`src/hw/fci_regs.svh`:
```
// Command codes, identifier addresses and bus cycle timing for the flash command host.
// Notes on behaviour
// (RQ1) Write: strobe low with select low.
// (RQ2) Device latches address, data on strobe rise.
// (RQ3) Commands use no memory address; one latch.
// (RQ4) FFH write selects array read.
// (RQ5) Array read after power-up or power-down exit.
// (RQ6) Read mode persists until next command.
// (RQ7) Array-read command ignored while machine busy.
// (RQ8) 90H then read 0/1 gives identifier codes.
// (RQ9) Identifier reads need no high voltage.
// (RQ10) 70H selects status read; 50H clears status.
// (RQ11) Erase is 20H then D0H in block.
// (RQ12) B0H suspends erase; D0H resumes.
// (RQ13) 40H or 10H is byte-write setup.
// (RQ14) Next cycle gives byte and target address.
// (RQ15) Erase, write only with high programming voltage.
// (RQ16) Array-read works at either voltage.
// (RQ17) Host writes only defined command codes.
// (RQ18) Ready/busy low while erase or write runs.
// (RQ19) Power-down exit: array read, status 10000.
// (RQ20) Power-down low aborts erase or write.
// (RQ21) Decoder resets while power-down pin low.
`ifndef FCI_REGS_SVH
`define FCI_REGS_SVH
`define FCI_CMD_READ_ARRAY 8'hFF
`define FCI_CMD_IDENT 8'h90
`define FCI_CMD_READ_STATUS 8'h70
`define FCI_CMD_CLEAR_STATUS 8'h50
`define FCI_CMD_ERASE_SETUP 8'h20
`define FCI_CMD_CONFIRM 8'hD0
`define FCI_CMD_SUSPEND 8'hB0
`define FCI_CMD_WRITE_SETUP 8'h40
`define FCI_CMD_WRITE_SETUP_ALT 8'h10
`define FCI_ADDR_MAKER 20'h0_0000
`define FCI_ADDR_PART 20'h0_0001
`define FCI_STROBE_LOW_NS 100
`define FCI_STROBE_HIGH_NS 50
`define FCI_READ_ACCESS_NS 100
`define FCI_CLOCK_NS 10
`define FCI_STROBE_LOW_CYC ((`FCI_STROBE_LOW_NS + `FCI_CLOCK_NS - 1) / `FCI_CLOCK_NS)
`define FCI_STROBE_HIGH_CYC ((`FCI_STROBE_HIGH_NS + `FCI_CLOCK_NS - 1) / `FCI_CLOCK_NS)
`define FCI_READ_ACCESS_CYC ((`FCI_READ_ACCESS_NS + `FCI_CLOCK_NS - 1) / `FCI_CLOCK_NS)
`endif

```
`src/hw/fci_pkg.sv`:
```
// Types shared by the flash command host.
package fci_pkg;
  typedef enum logic [3:0] {
    FCI_OP_READ_ARRAY = 4'h0,
    FCI_OP_IDENT = 4'h1,
    FCI_OP_READ_STATUS = 4'h2,
    FCI_OP_CLEAR_STATUS = 4'h3,
    FCI_OP_ERASE = 4'h4,
    FCI_OP_SUSPEND = 4'h5,
    FCI_OP_RESUME = 4'h6,
    FCI_OP_WRITE_BYTE = 4'h7,
    FCI_OP_READ = 4'h8
  } fci_op_type;
  typedef enum logic [4:0] {
    FCI_IDLE = 5'b00001,
    FCI_LOW = 5'b00010,
    FCI_HIGH = 5'b00100,
    FCI_RLOW = 5'b01000,
    FCI_DONE = 5'b10000
  } fci_state_type;
endpackage : fci_pkg

```
`src/hw/fci_host.sv`:
```
// Host controller that issues command sequences to a byte-wide flash through its pins.
`timescale 1ns/1ps
`include "fci_regs.svh"
module fci_host import fci_pkg::*; #(
  parameter int ADDR_W = 20
) (
  input wire logic clock,
  input wire logic rst,
  input wire logic clock_enable,
  input wire logic req_valid,
  output logic req_ready,
  input wire fci_op_type req_op,
  input wire logic [ADDR_W-1:0] req_addr,
  input wire logic [7:0] req_data,
  input wire logic program_voltage_high,
  output logic resp_valid,
  output logic resp_refused,
  output logic [7:0] resp_data,
  output logic mode_array,
  input wire logic ready_busy_n,
  output logic powerdown_reset_n,
  input wire logic powerdown_req,
  output logic [ADDR_W-1:0] flash_addr,
  output logic [7:0] flash_dq_out,
  output logic flash_dq_oe,
  input wire logic [7:0] flash_dq_in,
  output logic flash_select_n,
  output logic flash_output_n,
  output logic flash_strobe_n
);
  // Two-write operations go through a second phase; step marks it.
  logic step;
  logic active;
  fci_op_type op;
  logic [ADDR_W-1:0] addr;
  logic [7:0] data;
  logic cyc_start;
  logic cyc_write;
  logic [ADDR_W-1:0] cyc_addr;
  logic [7:0] cyc_data;
  logic cyc_busy;
  logic cyc_done;
  logic [7:0] cyc_rdata;
  logic refuse;
  logic two_write;

  function automatic logic needs_vpp(input fci_op_type o);
    return (o == FCI_OP_ERASE) || (o == FCI_OP_WRITE_BYTE) || (o == FCI_OP_RESUME) || (o == FCI_OP_SUSPEND);
  endfunction : needs_vpp

  function automatic logic [7:0] first_code(input fci_op_type o, input logic [7:0] d);
    case (o)
      FCI_OP_READ_ARRAY: return `FCI_CMD_READ_ARRAY; // [RQ4]
      FCI_OP_IDENT: return `FCI_CMD_IDENT; // [RQ8]
      FCI_OP_READ_STATUS: return `FCI_CMD_READ_STATUS; // [RQ10]
      FCI_OP_CLEAR_STATUS: return `FCI_CMD_CLEAR_STATUS; // [RQ10]
      FCI_OP_ERASE: return `FCI_CMD_ERASE_SETUP; // [RQ11]
      FCI_OP_SUSPEND: return `FCI_CMD_SUSPEND; // [RQ12]
      FCI_OP_RESUME: return `FCI_CMD_CONFIRM; // [RQ12]
      FCI_OP_WRITE_BYTE: return `FCI_CMD_WRITE_SETUP; // [RQ13]
      default: return d;
    endcase
  endfunction : first_code

  assign two_write = (op == FCI_OP_ERASE) || (op == FCI_OP_WRITE_BYTE);
  // Erase, byte write, suspend and resume are refused without high voltage; array read while busy is refused too.
  assign refuse = (needs_vpp(req_op) && !program_voltage_high) // [RQ15] [RQ9] [RQ16]
    || (req_op == FCI_OP_READ_ARRAY && !ready_busy_n) // [RQ7] [RQ18]
    || (req_op > FCI_OP_READ); // [RQ17]
  assign req_ready = !active && !cyc_busy && !cyc_start && powerdown_reset_n;
  assign cyc_write = (op != FCI_OP_READ);
  assign cyc_addr = addr; // Command codes go out at the caller's address; no fixed command address. [RQ3]
  assign cyc_data = step ? data : first_code(op, data); // [RQ14]

  always_ff @(posedge clock) begin
    if (rst) begin
      powerdown_reset_n <= 1'b0;
    end else if (clock_enable) begin
      powerdown_reset_n <= !powerdown_req; // Low aborts erase or write inside the device. [RQ20] [RQ21]
    end
  end

  always_ff @(posedge clock) begin
    if (rst) begin
      active <= 1'b0;
      step <= 1'b0;
      op <= FCI_OP_READ_ARRAY;
      addr <= '0;
      data <= 8'h00;
      cyc_start <= 1'b0;
      resp_valid <= 1'b0;
      resp_refused <= 1'b0;
      resp_data <= 8'h00;
    end else if (clock_enable) begin
      cyc_start <= 1'b0;
      resp_valid <= 1'b0;
      resp_refused <= 1'b0;
      if (req_valid && req_ready) begin
        if (refuse) begin
          resp_valid <= 1'b1;
          resp_refused <= 1'b1;
        end else begin
          active <= 1'b1;
          step <= 1'b0;
          op <= req_op;
          addr <= req_addr;
          data <= req_data;
          cyc_start <= 1'b1;
        end
      end else if (active && cyc_done) begin
        if (two_write && !step) begin
          step <= 1'b1;
          if (op == FCI_OP_ERASE) begin
            data <= `FCI_CMD_CONFIRM; // Confirm uses the same block address. [RQ11]
          end
          cyc_start <= 1'b1;
        end else begin
          active <= 1'b0;
          step <= 1'b0;
          resp_valid <= 1'b1;
          resp_data <= cyc_rdata;
        end
      end
    end
  end

  // Tracks the read mode the device holds after each command. [RQ6]
  always_ff @(posedge clock) begin
    if (rst) begin
      mode_array <= 1'b1;
    end else if (clock_enable) begin
      if (!powerdown_reset_n) begin
        mode_array <= 1'b1; // [RQ5] [RQ19]
      end else if (active && cyc_done && op != FCI_OP_READ) begin
        mode_array <= (op == FCI_OP_READ_ARRAY);
      end
    end
  end

  fci_cycle #(.ADDR_W(ADDR_W)) u_cycle (
    .clock(clock),
    .rst(rst),
    .enable(clock_enable),
    .start(cyc_start),
    .is_write(cyc_write),
    .addr(cyc_addr),
    .wdata(cyc_data),
    .busy(cyc_busy),
    .done(cyc_done),
    .rdata(cyc_rdata),
    .flash_addr(flash_addr),
    .flash_dq_out(flash_dq_out),
    .flash_dq_oe(flash_dq_oe),
    .flash_dq_in(flash_dq_in),
    .flash_select_n(flash_select_n),
    .flash_output_n(flash_output_n),
    .flash_strobe_n(flash_strobe_n)
  );

  // Gating checks: a refused request must never reach the pins, or the device could start an operation.
  a_refuse_erase: assert property (@(posedge clock) disable iff (rst) // [RQ15]
    (clock_enable && req_valid && req_ready && req_op == FCI_OP_ERASE && !program_voltage_high)
    |=> resp_valid && resp_refused) else $error("erase sent without high voltage");
  a_vpp_write: assert property (@(posedge clock) disable iff (rst) // [RQ15]
    (clock_enable && req_valid && req_ready && req_op == FCI_OP_WRITE_BYTE && !program_voltage_high)
    |=> resp_valid && resp_refused) else $error("byte write sent without high voltage");
  a_refused_quiet: assert property (@(posedge clock) disable iff (rst) // [RQ15]
    (clock_enable && req_valid && req_ready && refuse) |=> !cyc_start && !active)
    else $error("refused request reached the pins");
  a_refuse_flag: assert property (@(posedge clock) disable iff (rst) // [RQ15]
    resp_refused |-> resp_valid) else $error("refusal without response");
  a_refuse_array: assert property (@(posedge clock) disable iff (rst) // [RQ7]
    (clock_enable && req_valid && req_ready && req_op == FCI_OP_READ_ARRAY && !ready_busy_n)
    |=> resp_refused) else $error("array read sent while busy");
  a_array_accepted: assert property (@(posedge clock) disable iff (rst) // [RQ16]
    (clock_enable && req_valid && req_ready && req_op == FCI_OP_READ_ARRAY && ready_busy_n)
    |=> cyc_start) else $error("array read refused while ready");
  a_ident_ok: assert property (@(posedge clock) disable iff (rst) // [RQ9]
    (clock_enable && req_valid && req_ready && req_op == FCI_OP_IDENT)
    |=> cyc_start && !resp_refused) else $error("identifier refused");

  // Code checks: each operation must put its own command byte, and a byte write its payload, on the data pins while the strobe is low.
  a_erase_confirm: assert property (@(posedge clock) disable iff (rst) // [RQ11]
    (active && op == FCI_OP_ERASE && step && !flash_strobe_n) |-> flash_dq_out == `FCI_CMD_CONFIRM)
    else $error("erase confirm code wrong");
  a_setup_code: assert property (@(posedge clock) disable iff (rst) // [RQ13]
    (active && op == FCI_OP_WRITE_BYTE && !step && !flash_strobe_n) |-> flash_dq_out == `FCI_CMD_WRITE_SETUP)
    else $error("write setup code wrong");
  a_write_payload: assert property (@(posedge clock) disable iff (rst) // [RQ14]
    (active && op == FCI_OP_WRITE_BYTE && step && !flash_strobe_n) |-> flash_dq_out == data)
    else $error("write payload byte wrong");
  a_array_code: assert property (@(posedge clock) disable iff (rst) // [RQ4]
    (active && op == FCI_OP_READ_ARRAY && !flash_strobe_n) |-> flash_dq_out == `FCI_CMD_READ_ARRAY)
    else $error("array read code wrong");
  a_ident_code: assert property (@(posedge clock) disable iff (rst) // [RQ8]
    (active && op == FCI_OP_IDENT && !flash_strobe_n) |-> flash_dq_out == `FCI_CMD_IDENT)
    else $error("identifier code wrong");
  a_status_code: assert property (@(posedge clock) disable iff (rst) // [RQ10]
    (active && op == FCI_OP_READ_STATUS && !flash_strobe_n) |-> flash_dq_out == `FCI_CMD_READ_STATUS)
    else $error("status read code wrong");
  a_clear_code: assert property (@(posedge clock) disable iff (rst) // [RQ10]
    (active && op == FCI_OP_CLEAR_STATUS && !flash_strobe_n) |-> flash_dq_out == `FCI_CMD_CLEAR_STATUS)
    else $error("status clear code wrong");
  a_suspend_code: assert property (@(posedge clock) disable iff (rst) // [RQ12]
    (active && op == FCI_OP_SUSPEND && !flash_strobe_n) |-> flash_dq_out == `FCI_CMD_SUSPEND)
    else $error("suspend code wrong");
  a_resume_code: assert property (@(posedge clock) disable iff (rst) // [RQ12]
    (active && op == FCI_OP_RESUME && !flash_strobe_n) |-> flash_dq_out == `FCI_CMD_CONFIRM)
    else $error("resume code wrong");

  // Address checks: a pair that drifts to another block would erase or program the wrong place.
  a_pair_addr: assert property (@(posedge clock) disable iff (rst) // [RQ11]
    (active && two_write && !flash_strobe_n) |-> flash_addr == addr)
    else $error("pair address moved");
  a_read_addr: assert property (@(posedge clock) disable iff (rst) // [RQ8]
    (active && op == FCI_OP_READ && !flash_output_n) |-> flash_addr == addr)
    else $error("read address moved");

  // Mode and power-down checks.
  a_mode_persist: assert property (@(posedge clock) disable iff (rst) // [RQ6]
    (clock_enable && !(active && cyc_done) && powerdown_reset_n) |=> $stable(mode_array))
    else $error("read mode changed without command");
  a_pd_array: assert property (@(posedge clock) disable iff (rst) // [RQ19]
    (clock_enable && !powerdown_reset_n) |=> mode_array) else $error("mode not array after power-down");
  a_pd_follow: assert property (@(posedge clock) disable iff (rst) // [RQ20]
    (clock_enable && powerdown_req) |=> !powerdown_reset_n) else $error("power-down request not passed on");
endmodule : fci_host

```
`src/hw/fci_cycle.sv`:
```
// One bus cycle on the flash pins: a strobed write or a timed read.
`timescale 1ns/1ps
`include "fci_regs.svh"
module fci_cycle import fci_pkg::*; #(
  parameter int ADDR_W = 20
) (
  input wire logic clock,
  input wire logic rst,
  input wire logic enable,
  input wire logic start,
  input wire logic is_write,
  input wire logic [ADDR_W-1:0] addr,
  input wire logic [7:0] wdata,
  output logic busy,
  output logic done,
  output logic [7:0] rdata,
  output logic [ADDR_W-1:0] flash_addr,
  output logic [7:0] flash_dq_out,
  output logic flash_dq_oe,
  input wire logic [7:0] flash_dq_in,
  output logic flash_select_n,
  output logic flash_output_n,
  output logic flash_strobe_n
);
  localparam logic [3:0] LOW_CYC = 4'(`FCI_STROBE_LOW_CYC);
  localparam logic [3:0] HIGH_CYC = 4'(`FCI_STROBE_HIGH_CYC);
  localparam logic [3:0] ACC_CYC = 4'(`FCI_READ_ACCESS_CYC);
  fci_state_type state;
  logic [3:0] count;
  assign busy = (state != FCI_IDLE);
  always_ff @(posedge clock) begin
    if (rst) begin
      state <= FCI_IDLE;
      count <= 4'h0;
      done <= 1'b0;
    end else if (enable) begin
      done <= 1'b0;
      case (state)
        FCI_IDLE: begin
          count <= 4'h0;
          if (start) begin
            state <= is_write ? FCI_LOW : FCI_RLOW;
          end
        end
        FCI_LOW: begin
          count <= count + 4'h1;
          if (count == LOW_CYC - 4'h1) begin
            count <= 4'h0;
            state <= FCI_HIGH; // Device latches on this rising strobe. [RQ2]
          end
        end
        FCI_RLOW: begin
          count <= count + 4'h1;
          if (count == ACC_CYC - 4'h1) begin
            count <= 4'h0;
            state <= FCI_HIGH;
          end
        end
        FCI_HIGH: begin
          count <= count + 4'h1;
          if (count == HIGH_CYC - 4'h1) begin
            state <= FCI_DONE;
          end
        end
        FCI_DONE: begin
          done <= 1'b1;
          state <= FCI_IDLE;
        end
        default: state <= FCI_IDLE;
      endcase
    end
  end
  always_ff @(posedge clock) begin
    if (rst) begin
      flash_addr <= '0;
      flash_dq_out <= 8'h00;
      flash_dq_oe <= 1'b0;
      flash_select_n <= 1'b1;
      flash_output_n <= 1'b1;
      flash_strobe_n <= 1'b1;
      rdata <= 8'h00;
    end else if (enable) begin
      if (state == FCI_IDLE && start) begin
        flash_addr <= addr;
        flash_dq_out <= wdata;
        flash_dq_oe <= is_write;
        flash_select_n <= 1'b0;
        flash_strobe_n <= ~is_write; // Strobe low only with select low. [RQ1]
        flash_output_n <= is_write;
      end else if ((state == FCI_LOW || state == FCI_RLOW) && count == ((state == FCI_LOW) ? LOW_CYC : ACC_CYC) - 4'h1) begin
        if (state == FCI_RLOW) begin
          rdata <= flash_dq_in;
        end
        flash_strobe_n <= 1'b1;
        flash_output_n <= 1'b1;
      end else if (state == FCI_DONE) begin
        flash_select_n <= 1'b1;
        flash_dq_oe <= 1'b0;
      end
    end
  end
  a_strobe_select: assert property (@(posedge clock) disable iff (rst) // [RQ1]
    !flash_strobe_n |-> !flash_select_n) else $error("strobe low without select");
  a_data_held: assert property (@(posedge clock) disable iff (rst) // [RQ2]
    (!flash_strobe_n && enable) ##1 flash_strobe_n |-> $stable(flash_dq_out) && flash_dq_oe)
    else $error("write data not held at strobe rise");
endmodule : fci_cycle

```
`config.mk`:
```
export PLATFORM = sky130hd
export DESIGN_NAME = fci_host
export DESIGN_NICKNAME = d
export VERILOG_FILES = /design/src/hw/fci_pkg.sv /design/src/hw/fci_host.sv /design/src/hw/fci_cycle.sv
export VERILOG_INCLUDE_DIRS = /design/src /design/src/hw
export SDC_FILE = /design/constraint.sdc
export NUM_CORES = 1
export LEC_CHECK = 0
export BUFFER_PORTS_ARGS = -buffer_cell sky130_fd_sc_hd__buf_2
export CAP_MARGIN = 30
export CORE_MARGIN = 2
export CORE_UTILIZATION = 30
export CTS_CLUSTER_SIZE = 28
export DETAILED_ROUTE_END_ITERATION = 10
export PLACE_DENSITY = 0.48
export SETUP_SLACK_MARGIN = 0.02
export SKIP_LAST_GASP = 1
export SLEW_MARGIN = 10
export SYNTH_ARGS = -nofsm -noshare
export SYNTH_HDL_FRONTEND = slang
export SYNTH_SLANG_ARGS = --single-unit
```
`constraint.sdc`:
```
create_clock -name clock -period 2.2 [get_ports clock]
set_clock_uncertainty 0.05 [all_clocks]
set_input_delay 0 -clock clock [delete_from_list [all_inputs] [get_ports clock]]
set_output_delay 0 -clock clock [all_outputs]
set_load 0.01 [all_outputs]
```
# Word level (Yosys, flattened, before mapping)

Index checks and enable logic that the tools add are counted.

$mul: 0
Equal/unequal tests: 27
Reductions and logical operators: 46
Shift operators: 0
Add/subtract/negate cells: 1
Bitwise logic cells: 5
Divide/modulo/power cells: 0
Muxes and demuxes: 42
Magnitude comparators: 1

Operators with widths:

| cell                 | number |
|---|---|
| $pmux W8 S8          | 1 |
| $mux W8              | 6 |
| $eq A4 B3 Y1 const B | 9 |
| $mux W1              | 28 |
| $reduce_and A4 Y1    | 4 |
| $mux W5              | 3 |
| $pmux W5 S3          | 1 |
| $pmux W4 S3          | 1 |
| $logic_and A1 B1 Y1  | 11 |
| $reduce_bool A2 Y1   | 5 |
| $reduce_and A3 Y1    | 3 |
| $eq A4 B2 Y1 const B | 2 |
| $logic_not A4 Y1     | 2 |
| $mux W4              | 2 |
| $ne A2 B1 Y1 const B | 4 |
| $reduce_and A2 Y1    | 4 |
| $logic_not A1 Y1     | 7 |
| $logic_or A1 B1 Y1   | 7 |
| $ne A2 B2 Y1 const B | 3 |
| $eq A5 B1 Y1 const B | 1 |
| $eq A5 B2 Y1 const B | 1 |
| $eq A5 B3 Y1 const B | 1 |
| $eq A5 B4 Y1 const B | 1 |
| $eq A5 B5 Y1 const B | 1 |
| 10 further kinds     | 14 |

Input bits: 47
Bits in read-only memories: 0
Memories kept: 0
Output and inout bits: 45
Register bits: 97
Latch bits: 0
Logic and storage cells: 143
RAM bits: 0

# Longest topological paths before layout

Gate-level depths: netlist of the first run.

Depth after elaboration: 9
Gate-level depth with buffers: 9
Gate-level depth less buffers: 7

# Hierarchy

A second synthesis of the first run with hierarchy kept.

Cell total of the unflattened synthesis: 500
Area total of the unflattened synthesis: 4245.3 um^2

By module, submodules not included:

| module    | area an instance (um^2) | instances | cells an instance | seq. area each (um^2) |
|---|---|---|---|---|
| fci_cycle | 2182.1                  | 1         | 264               | 1001.0 |
| fci_host  | 2063.2                  | 1         | 236               | 940.9 |

# Worst setup path before layout of the first run

No wires, ideal clock.

Path type: reg2reg
Start: register u_cycle.count[0]
End: register u_cycle.rdata[5]
Arrival: 1758 ps
Library setup time: 128 ps
Slack: 265 ps
Clock period less this slack: 1935 ps
Cell stages (with the launch flop): 7
Path buffers: 0
Data required time: 2022 ps
Cells stage by stage: dfxtp_1 > ha_1 > nand3b_1 > or3b_4 > nor4_4 > mux2i_1 > nor2_1

Cells in the longest elaborated chain, start to end: 3

Ends and longest elaborated chain:

| element                            | line            | source |
|---|---|---|
| start, declared                    | fci_cycle.sv:29 | `logic [3:0] count;` |
| start signal, assigned             | fci_cycle.sv:46 | `count <= count + 4'h1;` |
| start signal, assigned             | fci_cycle.sv:53 | `count <= count + 4'h1;` |
| start signal, assigned             | fci_cycle.sv:60 | `count <= count + 4'h1;` |
| $eq A4 B4 Y1                       | fci_cycle.sv:90 | `end else if ((state == FCI_LOW \|\| state == FCI_RLOW) && count == ((state == FCI_LOW) ? LOW_CYC : ACC_CYC) - 4' ...` |
| $logic_and A1 B1 Y1                | fci_cycle.sv:90 |  |
| $reduce_and A4 Y1 (no source line) | -               |  |
| end signal, assigned               | fci_cycle.sv:92 | `rdata <= flash_dq_in;` |
| end, declared                      | fci_cycle.sv:16 | `output logic [7:0] rdata,` |

Every way passes these cells.
A chain may end at the register's enable or synchronous reset.

# Worst setup path after layout of the first run

Start: register u_cycle.state[0]
End: register data[4]

Cells in the longest elaborated chain, start to end: 8
Elaborated cells between the ends (all ways): 12
Classes of those cells: eq/ne (2); mux (1); reduce/logical (9)

Ends and longest elaborated chain:

| element                                                             | line            | source |
|---|---|---|
| start, declared                                                     | fci_cycle.sv:28 | `fci_state_type state;` |
| start signal, assigned                                              | fci_cycle.sv:42 | `state <= is_write ? FCI_LOW : FCI_RLOW;` |
| $ne A5 B1 Y1 (*)                                                    | fci_cycle.sv:30 | `assign busy = (state != FCI_IDLE);` |
| $logic_not A1 Y1 (*)                                                | fci_host.sv:70  | `assign req_ready = !active && !cyc_busy && !cyc_start && powerdown_reset_n;` |
| $logic_and A1 B1 Y1 (*) (3 in a row)                                | fci_host.sv:70  |  |
| $logic_and A1 B1 Y1 (*)                                             | fci_host.sv:98  | `if (req_valid && req_ready) begin` |
| $ne A2 B2 Y1 (no source line) or $reduce_bool A2 Y1 (tied branches) | -               |  |
| $reduce_and A5 Y1 (no source line)                                  | -               |  |
| end signal, assigned                                                | fci_host.sv:107 | `data <= req_data;` |
| end signal, assigned                                                | fci_host.sv:114 | `` data <= `FCI_CMD_CONFIRM; `` |
| end, declared                                                       | fci_host.sv:36  | `logic [7:0] data;` |

Every way passes the cells marked *; elsewhere a longest branch is shown, timed or not.

==> results of run 1 <==
-- cells by family (layout without fill, tap and decap cells) --
family / count (synthesis) / in the layout / share of synthesized area, %
xor gates and xnor gates: 7 / 7 / 1.585
adders and majority gates: 3 / 3 / 0.9703
muxes: 18 / 18 / 4.657
and+or+nand+nor: 197 / 197 / 22.80
DFF: 97 / 97 / 50.19
buffers and inverters: 40 / 173 / 4.592
AOI/OAI and AO/OA: 101 / 101 / 15.20
-- sequential cells by signal, summed over array words and instances, names as in the netlist, 4 cells and up --
name,flops
data,8
u_cycle.rdata,8
op,4
u_cycle.count,4
u_cycle.flash_dq_out,8
resp_data,8
u_cycle.state,5
u_cycle.flash_addr,20
addr,20
-- worst max-delay path: cells and delay by family (launching register included) --
family / cells / cell delay, ps
buffers and inverters: 1 / 240
and+or+nand+nor: 4 / 1060
DFF: 1 / 460
AOI/OAI and AO/OA: 1 / 150
-- placed cells by master, fill, tap and decap left out, drive strengths merged, types with 8 or more instances in the layout --
cell type    netlist  routed
nand3             12      12
dfxtp             97      97
o21ai             11      11
buf                9     108
mux2i             18      18
a21oi             64      64
dlygate4sd3        0      42
nor3               8       8
clkbuf            23      10
nand2            108     108
nor2              42      42
-- per-layer routing --
metal  wire, um  vias up  share of wire (%)
met3        383       17                3.7
met5          0        -                  0
li1           -     1841                  -
met4        248        0                2.4
met2       4508       76                 44
met1       5222     1622                 50
-- path summary, 6_finish.rpt --
kind | depth (start not counted) | start | end
min | 2 | clock_enable | powerdown_reset_n
min reg2reg | 2 | u_cycle.flash_addr[18] | u_cycle.flash_addr[18]
max | 6 | u_cycle.state[0] | data[4]
max reg2reg | 6 | u_cycle.state[0] | data[4]
-- repair_timing --
item,CTS,global route
buffers inserted,0,0
endpoints found under the hold margin,45,0
hold buffers,42,0
gates resized for setup,0,0
-- power by group through the flow --
stage	clock network [mW]	registers, mW	logic [mW]
floorplan	0	1.82	0.0859
global placement	0	1.82	0.171
detailed placement	0	1.82	0.171
CTS	1.62	1.78	0.229
global route	1.70	1.78	0.251
finish	1.57	1.78	0.228
-- metrics by stage --
stage	power, mW	hold WS [ps]	utilization [%]	setup WS [ps]	instance area [um2]
4_1_cts	3.628	11.37	41.58	186.5	5248
2_1_floorplan	1.905	49.29	-	264.6	3869
3_5_place_dp	1.991	167.2	35.91	225.7	4532
3_3_place_gp	1.991	172.9	35.91	231.1	4532
5_1_grt	3.731	53.91	41.58	27.75	5248
6_report	3.578	12.55	41.58	176.9	5248
-- area by class of cell --
| class | instances | area [um2] | share of cell area, % |
|---|---|---|---|
| clock buffer | 10 | 239.0 | 4.554 |
| tap | 172 | 215.2 | 4.101 |
| sequential | 97 | 1942 | 37.01 |
| multi-input combinational | 326 | 1749 | 33.33 |
| timing repair buffer | 150 | 1016 | 19.36 |
| inverter | 8 | 30.03 | 0.5722 |
| clock inverter | 5 | 56.30 | 1.073 |
==> metrics, run 1 <==
status complete, no violations; max-slew violations 0; GRT Residual Overflow 0; sw power 787.2 uW; first-pass GRT wire length 17080 um; logic gate share of total power 6.4%; synthesized area per cell 8.356 um2; Critical Path RT 2450 ps; Port Buffers 91; count of final hold-check violations 0; Initial Util 30.66%; Inserted Clock Buffers 9; Final setup viols 0; RSZ-0062 raised after global routing no; gr busiest metal met2; Min-Delay Path Class in -> reg; Yosys cell types 44; DR pass1 iterations 4; post-synth net total 513; fin crit period 2023 ps; die height 117.6 um; WL/cell 13.49 um; fillers 1326; vias in the first global route 3408; Post-Syn Area 3869 um2; routed vias 3556; Syn Inst Count 463; PD cells 681.9 nW/um2; Clk pwr share 43.9%; final net count 642; final antenna-violating net count 0; Area Growth Syn to Fin 35.64%; Max FO, Critical Path 16; Core Rows 41; CTS tree done; Leak 2.043 nW; critical path class reg -> reg; critical-path cell list or4bb_1, nor3_2, and3_1, buf_4, or3_1, o311a_1; f_max 494.3 MHz; Synth Register Bits 97; Yosys Warn Count 0; clock root cell clkbuf_16; setup_tns 0 ps; most instantiated cells after synthesis nand2_1, dfxtp_1, a21oi_1; Worst Setup End Kind register; sequential power share 49.8%; DRC 0; highest-delay cell along the critical path or4bb_1; R2R setup slack 180 ps; crit path DAT 2270 ps; peak supply drop 0.0003748 V; pin count of the biggest net entering global routing 56; Synth async-reset ratio 0%; CTS Sinks 97; DIE AREA 13820 um2; DR vias/cell 4.630; Synth area leaders dfxtp_1, nand2_1, a21oi_1, mux2i_1, nor2_1; period utilisation layout 91.96%; grt met2 use 23.21%; M1 GR Usage 21.02%; Max Cap Viol 0; register area share after synthesis 50.19%; IO Pins 92; global-route usage over all layers 15.35%; Initial DRC Count 115; Inst Count DP 711; Pint 2.791 mW; Post-DP HPWL 7176 um; total wire length 10360 um; clock slew at reported path FFs 70 ps; Synth area leader dfxtp_1; met3 Usage GRT 3.052%; Crit path largest cell delay 470 ps; GP Congestion 0.7668; slew margin rel. 61.68%; layout cell share with drive strength beyond 1 21.98%; Synth top area share 50.19%; Sw Ratio 22.00%; CP Launch Type register; worst slew pin tran 574.8 ps; most common cell in the netlist nand2_1; worst-case clock buffer depth 2; core area 12620 um2; H-tree depth 3; ant diodes 0; Worst-Skew Late Latency 350 ps; Horiz. Die Dim 117.6 um; Synth Flop Type dfxtp_1; initial antenna violation count 0; EDFF count, synth 0; final cell count without fillers 768
Power figures use the tool's default switching activity.
==> run 2, diff against run 1 <==
--- a/config.mk
+++ b/config.mk
@@ -7,12 +7,13 @@
 export NUM_CORES = 1
 export LEC_CHECK = 0
 export BUFFER_PORTS_ARGS = -buffer_cell sky130_fd_sc_hd__buf_2
-export CAP_MARGIN = 30
+export CELL_PAD_IN_SITES_DETAIL_PLACEMENT = 0
+export CELL_PAD_IN_SITES_GLOBAL_PLACEMENT = 1
 export CORE_MARGIN = 2
 export CORE_UTILIZATION = 30
 export CTS_CLUSTER_SIZE = 28
 export DETAILED_ROUTE_END_ITERATION = 10
-export PLACE_DENSITY = 0.48
+export PLACE_DENSITY = 0.61
 export SETUP_SLACK_MARGIN = 0.02
 export SKIP_LAST_GASP = 1
 export SLEW_MARGIN = 10
==> metrics, run 2 (synthesis results as in run 1) <==
RSZ-0062 raised after global routing no; Min-Delay Path Class in -> reg; initial antenna violation count 0; final antenna-violating net count 0; first-pass GRT wire length 18170 um; fillers 1363; Core Rows 41; slew margin rel. 65.15%; critical path class reg -> reg; period utilisation layout 89.85%; total wire length 10590 um; max-slew violations 0; worst setup margin 223.4 ps; Initial Util 30.66%; DR vias/cell 4.708; fin crit period 1977 ps; global-route usage over all layers 16.25%; vias in the first global route 3597; WHS Endpoint data[7]; peak supply drop 0.0004049 V; f_max 505.9 MHz; CTS tree done; IO Pins 92; Max FO, Critical Path 32; Area Growth Syn to Fin 37.19%; worst-case clock buffer depth 2; Worst-Skew Late Latency 350 ps; R2R setup slack 220 ps; pin count of the biggest net entering global routing 81; routed vias 3611; HP Start req_valid; FF-to-FF path depth 6; GP Congestion 0.7723; Horiz. Die Dim 117.6 um; Total Power 3.706 mW; PostCTS Resize Cnt 0; pre-CTS setup slack 230.6 ps; ant diodes 0; clock root cell clkbuf_16; GRT Residual Overflow 0; DR pass1 iterations 4; Inst Count DP 708; setup_tns 0 ps; Worst Setup End Kind register; RR Endpoint data[4]; core area 12620 um2; clock slew at reported path FFs 70 ps; final net count 640; commonest non-fill, non-tap cells in the layout nand2_1, dfxtp_1, buf_2; status complete, no violations; die height 117.6 um; Critical R2R Launch u_cycle.state[0]; most common cell after layout, fill and taps aside nand2_1; CP Launch Type register; Inserted Clock Buffers 9; Post-DP HPWL 6948 um; Final setup viols 0; Largest regs addr (20), u_cycle.flash_addr (20); hold depth 3; crit path DAT 2220 ps; DIE AREA 13820 um2; PD cells 698.3 nW/um2; Max Cap Viol 0; CTS Sinks 97; Port Buffers 91; DRC 0; WL/cell 13.80 um; Critical Path RT 2440 ps; final cell count without fillers 767; count of final hold-check violations 0; H-tree depth 3; Leak 2.066 nW; worst slew pin tran 522.2 ps; Initial DRC Count 218; layout cell share with drive strength beyond 1 21.68%
run 2: per-layer routing:
| metal | GRT usage [%] | vias up | part of all wire, % | wire (um) |
|---|---|---|---|---|
| met2 | 26.54 | 77 | 47 | 4980 |
| met4 | 5.723 | 0 | 1.2 | 124 |
| met1 | 20.79 | 1693 | 47 | 4969 |
| li1 | - | 1831 | - | - |
| met5 | 0 | - | 0 | 0 |
| met3 | 4.215 | 10 | 4.9 | 514 |
run 2: worst max-delay path, cell delays in order, from the launching register on:
cell and delay (ps):
dfxtp_1 450, or4bb_1 470, nor3_2 190, and3_1 250, buf_12 210, or3_1 140, o311a_1 160
run 2: how the worst max path moves through the flow:
stage / from / endpoint / slack, ps
after floorplan: u_cycle.count[0] / u_cycle.rdata[5] / 260
after global placement: u_cycle.state[0] / data[6] / 260
after detailed placement: u_cycle.state[0] / data[4] / 230
after CTS: powerdown_reset_n / data[4] / 210
after global routing: u_cycle.state[0] / data[4] / 60
final: u_cycle.state[0] / data[4] / 220
run 2: power by group:
group	switching (mW)	internal [mW]
Clock	0.700	0.996
Sequential	0.0118	1.77
Combinational	0.109	0.120
run 2: final cells by class:
type                       instances  area, um2  area share (%)
tap                              172      215.2           4.055
inverter                           8      30.03          0.5658
sequential                        97       1942           36.59
timing repair buffer             148       1054           19.85
clock inverter                     7      92.59           1.744
multi-input combinational        326       1749           32.96
clock buffer                       9      225.2           4.243
run 2: per-stage QoR:
step | util (%) | instance area (um2) | hold slack, ps
after floorplan | - | 3869 | 49.29
after global placement | 36.13 | 4559 | 155.8
after detailed placement | 36.13 | 4559 | 152.2
after CTS | 42.06 | 5308 | 44.79
after global routing | 42.06 | 5308 | 52.86
final | 42.06 | 5308 | 41.09
run 2: repair_timing:
| item | 4_1_cts | 5_1_grt |
|---|---|---|
| endpoints found under the hold margin | 45 | 0 |
| hold buffers | 43 | 0 |
| endpoints found under the setup margin | 0 | 0 |
| buffers inserted | 0 | 0 |
